[src/rtl/pbwc_map.svh]
// Register offsets, field positions, reset values and cycle counts of the wait bridge
`ifndef PBWC_MAP_SVH
`define PBWC_MAP_SVH

// Register byte offsets on the bus
`define PBWC_WAIT_CTRL_OFS     8'h00
`define PBWC_STATUS_OFS        8'h04
`define PBWC_LAST_COUNT_OFS    8'h08

// Wait control fields
`define PBWC_WAIT_CTRL_RST     8'h77
`define PBWC_J_LSB             0
`define PBWC_J_MSB             3
`define PBWC_I_LSB             4
`define PBWC_I_MSB             7

// Status fields
`define PBWC_ST_HUNG_BIT       0
`define PBWC_ST_BUSY_BIT       1
`define PBWC_ST_B2B_BIT        2

// Cycle counts of one access
`define PBWC_BASE_CYCLES       8'd3
`define PBWC_K_FACTOR_BASE     8'd2
`define PBWC_K_PHASE_READ      3'd1
`define PBWC_K_SINGLE          3'd1
`define PBWC_K_WATCHDOG        3'd3
`define PBWC_K_TIMER_B2B       3'd3
`define PBWC_K_NONE            3'd0

`endif

[src/rtl/pbwc_pkg.sv]
// Types shared by the peripheral bus wait bridge
package pbwc_pkg;

  // Class of the peripheral register addressed by a CPU access
  typedef enum logic [2:0] {
    PBWC_CLS_PLAIN       = 3'h0,
    PBWC_CLS_TIMER_COUNT = 3'h1,
    PBWC_CLS_TIMER_CMP   = 3'h2,
    PBWC_CLS_WDT_MODE    = 3'h3,
    PBWC_CLS_CONV        = 3'h4,
    PBWC_CLS_SERIAL_ST   = 3'h5,
    PBWC_CLS_CRC_IN      = 3'h6
  } pbwc_class_t;

  typedef enum logic [4:0] {
    PBWC_ST_IDLE  = 5'b00001,
    PBWC_ST_LEAD  = 5'b00010,
    PBWC_ST_WAIT  = 5'b00100,
    PBWC_ST_TRAIL = 5'b01000,
    PBWC_ST_HUNG  = 5'b10000
  } pbwc_state_t;

endpackage

[src/rtl/pbwc_wait_counter.sv]
// Down counter that times the stretched part of a peripheral access
`timescale 1ns/1ns
`default_nettype none

module pbwc_wait_counter #(
  parameter int WIDTH = 8
) (
  input  wire logic             clk,
  input  wire logic             reset,
  input  wire logic             load,
  input  wire logic [WIDTH-1:0] load_value,
  input  wire logic             count_en,
  output logic                  last
);

  logic [WIDTH-1:0] remaining;

  always_ff @(posedge clk)
  begin
    if (reset)
    begin
      remaining <= '0;
    end
    else if (load)
    begin
      remaining <= load_value;
    end
    else if (count_en && remaining != '0)
    begin
      remaining <= remaining - 1'b1;
    end
  end

  assign last = (remaining <= {{(WIDTH-1){1'b0}}, 1'b1});

endmodule

`default_nettype wire

[src/rtl/pbwc_bridge.sv]
// CPU to peripheral bus bridge with programmable and per-register wait states
//
// The placing of the registers and the Wishbone register port are this design's own decisions.
`timescale 1ns/1ns
`default_nettype none
`include "pbwc_map.svh"

// Function
// - Reset loads wait control with 77h
// - Unwaited peripheral access takes three clocks
// - Wait control accessed only as whole byte
// - Access takes 3+i+j+(2+j)k clocks
// - Timer reads k 1/2; repeated compare writes 3/4
// - Watchdog mode write while running: k 3
// - Serial status reads, CRC writes: k 1
// - Stretch conflicting access, stall CPU meanwhile
// - Wait in prohibited clock hangs until reset
// - Conversion mode and result reads k 1/2
module pbwc_bridge #(
  parameter int CNT_W = 8
) (
  input  wire logic                  clk,
  input  wire logic                  reset,
  // Classic Wishbone register slave
  input  wire logic                  wb_cyc_i,
  input  wire logic                  wb_stb_i,
  input  wire logic                  wb_we_i,
  input  wire logic [7:0]            wb_adr_i,
  input  wire logic [3:0]            wb_sel_i,
  input  wire logic [31:0]           wb_dat_i,
  output logic      [31:0]           wb_dat_o,
  output logic                       wb_ack_o,
  // CPU side access request
  input  wire logic                  cpu_req,
  input  wire logic                  cpu_we,
  input  wire pbwc_pkg::pbwc_class_t cpu_class,
  input  wire logic [15:0]           cpu_wdata,
  output logic      [15:0]           cpu_rdata,
  output logic                       cpu_ready,
  output logic                       cpu_ack,
  // Peripheral side
  output logic                       periph_req,
  output logic                       periph_we,
  output logic      [15:0]           periph_wdata,
  input  wire logic [15:0]           periph_rdata,
  input  wire logic                  periph_phase,
  input  wire logic                  watchdog_running,
  input  wire logic                  clock_prohibited
);

  import pbwc_pkg::*;

  // Extra wait count k for one access
  function automatic logic [2:0] extra_wait(
    input pbwc_class_t cls,
    input logic        we,
    input logic        phase,
    input logic        wdt_on,
    input logic        b2b
  );
    logic [2:0] k;
    k = `PBWC_K_NONE;
    unique case (cls)
      PBWC_CLS_TIMER_COUNT:
      begin
        if (!we)
        begin
          k = `PBWC_K_PHASE_READ + {2'b00, phase};
        end
      end
      PBWC_CLS_TIMER_CMP:
      begin
        if (!we)
        begin
          k = `PBWC_K_PHASE_READ + {2'b00, phase};
        end
        else if (b2b)
        begin
          k = `PBWC_K_TIMER_B2B + {2'b00, phase};
        end
      end
      PBWC_CLS_WDT_MODE:
      begin
        if (we && wdt_on)
        begin
          k = `PBWC_K_WATCHDOG;
        end
      end
      PBWC_CLS_CONV:
      begin
        if (!we)
        begin
          k = `PBWC_K_PHASE_READ + {2'b00, phase};
        end
      end
      PBWC_CLS_SERIAL_ST:
      begin
        if (!we)
        begin
          k = `PBWC_K_SINGLE;
        end
      end
      PBWC_CLS_CRC_IN:
      begin
        if (we)
        begin
          k = `PBWC_K_SINGLE;
        end
      end
      default:
      begin
        k = `PBWC_K_NONE;
      end
    endcase
    return k;
  endfunction

  // Wait clocks beyond the base three: i + j + (2 + j) * k
  function automatic logic [7:0] wait_clocks(
    input logic [3:0] i,
    input logic [3:0] j,
    input logic [2:0] k
  );
    logic [7:0] factor;
    factor = `PBWC_K_FACTOR_BASE + {4'h0, j};
    return 8'({4'h0, i} + {4'h0, j} + 8'(factor * {5'h00, k}));
  endfunction

  logic [7:0]  peripheral_wait_control;
  logic        hung;
  logic        b2b_armed;
  logic [7:0]  last_count;
  pbwc_state_t state;
  pbwc_state_t next_state;
  logic [7:0]  wait_len;
  logic [7:0]  next_count;
  logic        take;
  logic        hang_now;
  logic        wait_last;
  logic        wb_req;
  logic        sel_byte;

  assign take     = (state == PBWC_ST_IDLE) && cpu_req;
  assign wait_len = wait_clocks(peripheral_wait_control[`PBWC_I_MSB:`PBWC_I_LSB],
                                peripheral_wait_control[`PBWC_J_MSB:`PBWC_J_LSB],
                                extra_wait(cpu_class, cpu_we, periph_phase,
                                           watchdog_running, b2b_armed));
  assign next_count = `PBWC_BASE_CYCLES + wait_len;
  // Waited registers touched in a prohibited clock state lock the bus
  assign hang_now = take && clock_prohibited && (cpu_class != PBWC_CLS_PLAIN);

  pbwc_wait_counter #(
    .WIDTH (CNT_W)
  ) u_wait_counter (
    .clk        (clk),
    .reset      (reset),
    .load       (take),
    .load_value (CNT_W'(wait_len)),
    .count_en   (state == PBWC_ST_WAIT),
    .last       (wait_last)
  );

  // Access sequence: lead cycle, stretch, trail cycle, acknowledge
  always_comb
  begin
    next_state = state;
    unique case (state)
      PBWC_ST_IDLE:
      begin
        if (hang_now)
        begin
          next_state = PBWC_ST_HUNG;
        end
        else if (take)
        begin
          next_state = PBWC_ST_LEAD;
        end
      end
      PBWC_ST_LEAD:
      begin
        if (wait_last && last_count == `PBWC_BASE_CYCLES)
        begin
          next_state = PBWC_ST_TRAIL;
        end
        else
        begin
          next_state = PBWC_ST_WAIT;
        end
      end
      PBWC_ST_WAIT:
      begin
        if (wait_last)
        begin
          next_state = PBWC_ST_TRAIL;
        end
      end
      PBWC_ST_TRAIL:
      begin
        next_state = PBWC_ST_IDLE;
      end
      PBWC_ST_HUNG:
      begin
        next_state = PBWC_ST_HUNG;
      end
      default:
      begin
        next_state = PBWC_ST_IDLE;
      end
    endcase
  end

  always_ff @(posedge clk)
  begin
    if (reset)
    begin
      state <= PBWC_ST_IDLE;
    end
    else
    begin
      state <= next_state;
    end
  end

  // CPU handshake, all from flip-flops
  always_ff @(posedge clk)
  begin
    if (reset)
    begin
      cpu_ready <= 1'b1;
      cpu_ack   <= 1'b0;
    end
    else
    begin
      cpu_ready <= (next_state != PBWC_ST_WAIT) && (next_state != PBWC_ST_HUNG);
      cpu_ack   <= (state == PBWC_ST_TRAIL);
    end
  end

  // Peripheral request held for the whole stretched access
  always_ff @(posedge clk)
  begin
    if (reset)
    begin
      periph_req   <= 1'b0;
      periph_we    <= 1'b0;
      periph_wdata <= 16'h0000;
    end
    else if (take && !hang_now)
    begin
      periph_req   <= 1'b1;
      periph_we    <= cpu_we;
      periph_wdata <= cpu_wdata;
    end
    else if (state == PBWC_ST_TRAIL)
    begin
      periph_req <= 1'b0;
    end
  end

  // Read data is taken only after the stretch has let it settle
  always_ff @(posedge clk)
  begin
    if (reset)
    begin
      cpu_rdata <= 16'h0000;
    end
    else if (state == PBWC_ST_TRAIL && !periph_we)
    begin
      cpu_rdata <= periph_rdata;
    end
  end

  // Back-to-back timer compare writes
  always_ff @(posedge clk)
  begin
    if (reset)
    begin
      b2b_armed <= 1'b0;
    end
    else if (take)
    begin
      b2b_armed <= cpu_we && (cpu_class == PBWC_CLS_TIMER_CMP);
    end
  end

  // Length of the latest access, for software to see
  always_ff @(posedge clk)
  begin
    if (reset)
    begin
      last_count <= `PBWC_BASE_CYCLES;
    end
    else if (take)
    begin
      last_count <= next_count;
    end
  end

  // Lock flag only a reset clears
  always_ff @(posedge clk)
  begin
    if (reset)
    begin
      hung <= 1'b0;
    end
    else if (hang_now)
    begin
      hung <= 1'b1;
    end
  end

  // Register bus: one-cycle acknowledge, unmapped reads give zero
  assign wb_req   = wb_cyc_i && wb_stb_i && !wb_ack_o;
  assign sel_byte = (wb_sel_i == 4'h1);

  always_ff @(posedge clk)
  begin
    if (reset)
    begin
      wb_ack_o <= 1'b0;
    end
    else
    begin
      wb_ack_o <= wb_req;
    end
  end

  always_ff @(posedge clk)
  begin
    if (reset)
    begin
      peripheral_wait_control <= `PBWC_WAIT_CTRL_RST;
    end
    else if (wb_req && wb_we_i && sel_byte && wb_adr_i == `PBWC_WAIT_CTRL_OFS)
    begin
      peripheral_wait_control <= wb_dat_i[7:0];
    end
  end

  always_ff @(posedge clk)
  begin
    if (reset)
    begin
      wb_dat_o <= 32'h0000_0000;
    end
    else if (wb_req && !wb_we_i)
    begin
      unique case (wb_adr_i)
        `PBWC_WAIT_CTRL_OFS:
        begin
          wb_dat_o <= sel_byte ? {24'h00_0000, peripheral_wait_control}
                               : 32'h0000_0000;
        end
        `PBWC_STATUS_OFS:
        begin
          wb_dat_o <= {29'h0000_0000, b2b_armed, (state != PBWC_ST_IDLE), hung};
        end
        `PBWC_LAST_COUNT_OFS:
        begin
          wb_dat_o <= {24'h00_0000, last_count};
        end
        default:
        begin
          wb_dat_o <= 32'h0000_0000;
        end
      endcase
    end
  end

endmodule

`default_nettype wire

[config.mk]
export PLATFORM = sky130hd
export DESIGN_NAME = pbwc_bridge
export DESIGN_NICKNAME = d
export VERILOG_FILES = /design/src/rtl/pbwc_pkg.sv /design/src/rtl/pbwc_wait_counter.sv /design/src/rtl/pbwc_bridge.sv
export VERILOG_INCLUDE_DIRS = /design/src /design/src/rtl
export SDC_FILE = /design/constraint.sdc
export NUM_CORES = 1
export LEC_CHECK = 0
export BUFFER_PORTS_ARGS = -buffer_cell sky130_fd_sc_hd__buf_4
export CORE_ASPECT_RATIO = 1.5
export CORE_MARGIN = 2
export CORE_UTILIZATION = 54
export CTS_CLUSTER_SIZE = 16
export DETAILED_ROUTE_END_ITERATION = 6
export GPL_TIMING_DRIVEN = 1
export PLACE_DENSITY = 0.89
export SYNTH_ARGS = -nofsm -noshare
export SYNTH_HDL_FRONTEND = slang
export SYNTH_HIERARCHICAL = 1
export SYNTH_SLANG_ARGS = --single-unit
[constraint.sdc]
create_clock -name clk -period 7.04 [get_ports clk]
set_input_delay 0.352 -clock clk [delete_from_list [all_inputs] [get_ports clk]]
set_output_delay 0.352 -clock clk [all_outputs]
set_load 0.03 [all_outputs]
==> qor.txt <==
Postcts setup bufs = 0
Diode count = 0
I/O Buffers = 109
Initial DRC Count = 172
Ratio of cells with drive above 1 in the final layout = 0.220
Data arrival, critical path = 5100 ps
Syn Inst Count = 514
# setup viols final = 0
Critical Path Stages = 15
Tmin final = 4860 ps
Rows = 39
Cts hold-fix bufs = 0
Grt ovf = 0
Worst R2R End = last_count[5]
Clk Latency, worst-skew pair = 330 ps
Placer Congestion = 0.827
Most used cell, CP = fa_1
Layout area overhead = 24.9%
Reg2reg path depth = 15
Die height = 113 µm
Crit path buffers/inverters = 1
Clk pwr share = 0.378
RSZ-0062 raised after global routing = no
Crit start category = flop
Final hold violation count = 0
Leading area contributor after synthesis = dfxtp_1
CTS tree = done
Vias in the first global route = 3841
CP peak stage delay = 550 ps
Slew headroom = 0.381
Post-synth ARST share = 0
Setup crit end kind = flop
Leakage = 0.00233 µW
Fin Setup TNS = 0 ps
Slew Limit Fails = 0
Max Buffers Root-to-Sink = 2
Largest net degree at the start of global routing = 64
FMAX = 206 MHz
Most frequently used flop master after synthesis = dfxtp_1
Sequential power share = 0.403
Hpwl dp = 8130 µm
Commonest non-fill, non-tap cell in the layout = buf_4
Switch Pwr = 344 µW
Cells after DPL = 706
Fin cells = 721
CTS root buffer = clkbuf_16
Worst-path cell chain = nor2b_1, a2bb2oi_1, o31ai_1, o21ai_0, or2_2, fa_1, fa_1, fa_1, inv_1, fa_1, a211oi_1, nor2_1, nor2_2, xnor2_1, a211oi_1
Antenna-violating nets left = 0
Peak supply drop = 0.000161 V
Avg Inst Size Synth = 8.34 µm²
Cell Area, Synth = 0.00429 mm²
Worst reg2reg path startpoint = b2b_armed
First-pass GRT wire length = 17300 µm
Final nets = 733
Internal power = 839 µW
Wirelength, routed = 10700 µm
Initial antenna violation count = 0
Hold worst-path end = peripheral_wait_control[2]
EDFF count, synth = 0
Initial Util = 0.560
TritonRoute pass-1 iters = 5
Post-CTS sizing = 0
Least-Margin Pin Slew = 925 ps
Wire length per cell = 14.8 µm
Synth area leaders = dfxtp_1 (35%), nand2_1 (7.9%), ha_1 (5.5%)
Die W = 76.8 µm
Vias = 3998
# H-tree levels = 3
Number of remaining DRC errors = 0
Worst Hold Class = input port to flop
Combinational power share = 0.218
Register-to-register setup slack = 2180 ps
CTS Buf Count = 9
Vias/cell = 5.55
Core area = 0.00766 mm²
Post-synth cell types = 65
Die ar. = 0.00868 mm²
Hold path startpoint = wb_dat_i[2]
Crit path max-delay family = adder cells
Synthesis Warnings = 6
Crit path max fanout = 5
# clock sinks = 76
Worst hold stages = 3
Clock-pin slew on the worst setup and hold paths = 60 ps
Seq/Total Area, Yosys = 0.355
#FFs+latches synth = 76
CP required = 7280 ps
Commonest non-fill, non-tap cells in the layout = buf_4 (109), nand2_1 (90), dfxtp_1 (76), nor2_1 (49), a21oi_1 (41)
Gr usage total = 0.246
Max-cap viol count = 0
Share of Yosys cell area claimed by the top area cell type = 0.355
Final Cycle Share = 0.690
Ports = 158
CP max stage cell = fa_1
Power density over the cells = 221 mW/mm²
Switching share of power = 0.291
Setup Skew = 3.85 ps
Crit Path Class = flop to flop
Status = finished clean
registers in the layout, summed over array words and instances, names as in the netlist:
name / cells
cpu_ack: 1
state: 5
periph_req: 1
hung: 1
periph_wdata: 16
last_count: 8
wb_dat_o: 8
cpu_rdata: 16
peripheral_wait_control: 8
u_wait_counter/remaining: 8
wb_ack_o: 1
b2b_armed: 1
cpu_ready: 1
periph_we: 1
layer usage:
layer  vias up  wire [µm]  GRT usage  share of wire
met1      1883       3860      0.251           0.36
met2       141       5910      0.480           0.55
li1       1943          -          -              -
met5         -          0          0              0
met4         0        303     0.0982          0.028
met3        31        580     0.0494          0.054
how the worst max path moves through the flow:
stage                 start       endpoint
2_1_floorplan  cpu_class[2]  last_count[7]
3_3_place_gp   cpu_class[2]  last_count[7]
3_5_place_dp   cpu_class[2]  last_count[5]
4_1_cts           b2b_armed  last_count[5]
5_1_grt           b2b_armed  last_count[5]
6_report          b2b_armed  last_count[5]
synth_stat cells, drive strengths merged (5+ instances only):
master / instances
a211oi: 10
a21oi: 42
a22oi: 10
a2bb2oi: 6
a311oi: 5
buf: 33
clkbuf: 9
dfxtp: 76
fa: 10
ha: 19
inv: 27
mux2i: 9
nand2: 90
nand2b: 7
nand3: 8
nor2: 50
nor2b: 6
nor3: 7
nor4: 6
o21ai: 10
or2: 6
xnor2: 9
stage by stage:
step	total power [µW]	worst slack (ps)	hold slack (ps)	utilization	cell area, µm²
3_3_place_gp	728	2120	443	0.661	5060
6_report	1180	2180	228	0.699	5350
3_5_place_dp	739	1990	444	0.661	5060
2_1_floorplan	668	2590	425	-	4370
4_1_cts	1190	2190	224	0.699	5350
5_1_grt	1240	1820	240	0.699	5350
layout make-up:
class	count	area (µm²)
Multi-Input combinational cell	392	2490
Fill cell	562	2310
Sequential cell	76	1520
Timing Repair Buffer	109	818
Clock buffer	11	243
Tap cell	102	128
Inverter	27	101
Clock inverter	4	50.0
cell families after synthesis:
group                    after synthesis  share of synthesized area
flip-flops                            76                      0.355
AND/OR/NAND/NOR                      212                      0.247
other                                  1                   0.000875
AO/OA/AOI/OAI                        107                      0.167
XOR/XNOR                              10                     0.0204
adder cells (fa/ha/maj)               30                      0.104
buffers and inverters                 69                     0.0840
multiplexers                           9                     0.0210
power groups by stage:
stage | clock network (µW) | logic [µW] | registers, µW
after CTS | 455 | 257 | 476
after detailed placement | 0 | 254 | 485
final | 448 | 258 | 477
after global placement | 0 | 245 | 483
after global routing | 476 | 283 | 480
after floorplan | 0 | 172 | 496
worst min-delay path: stages:
cell and delay, ps:
buf_4 80, mux2i_1 50, nand2_1 50
Note: power is estimated with default switching activity, not from simulation.
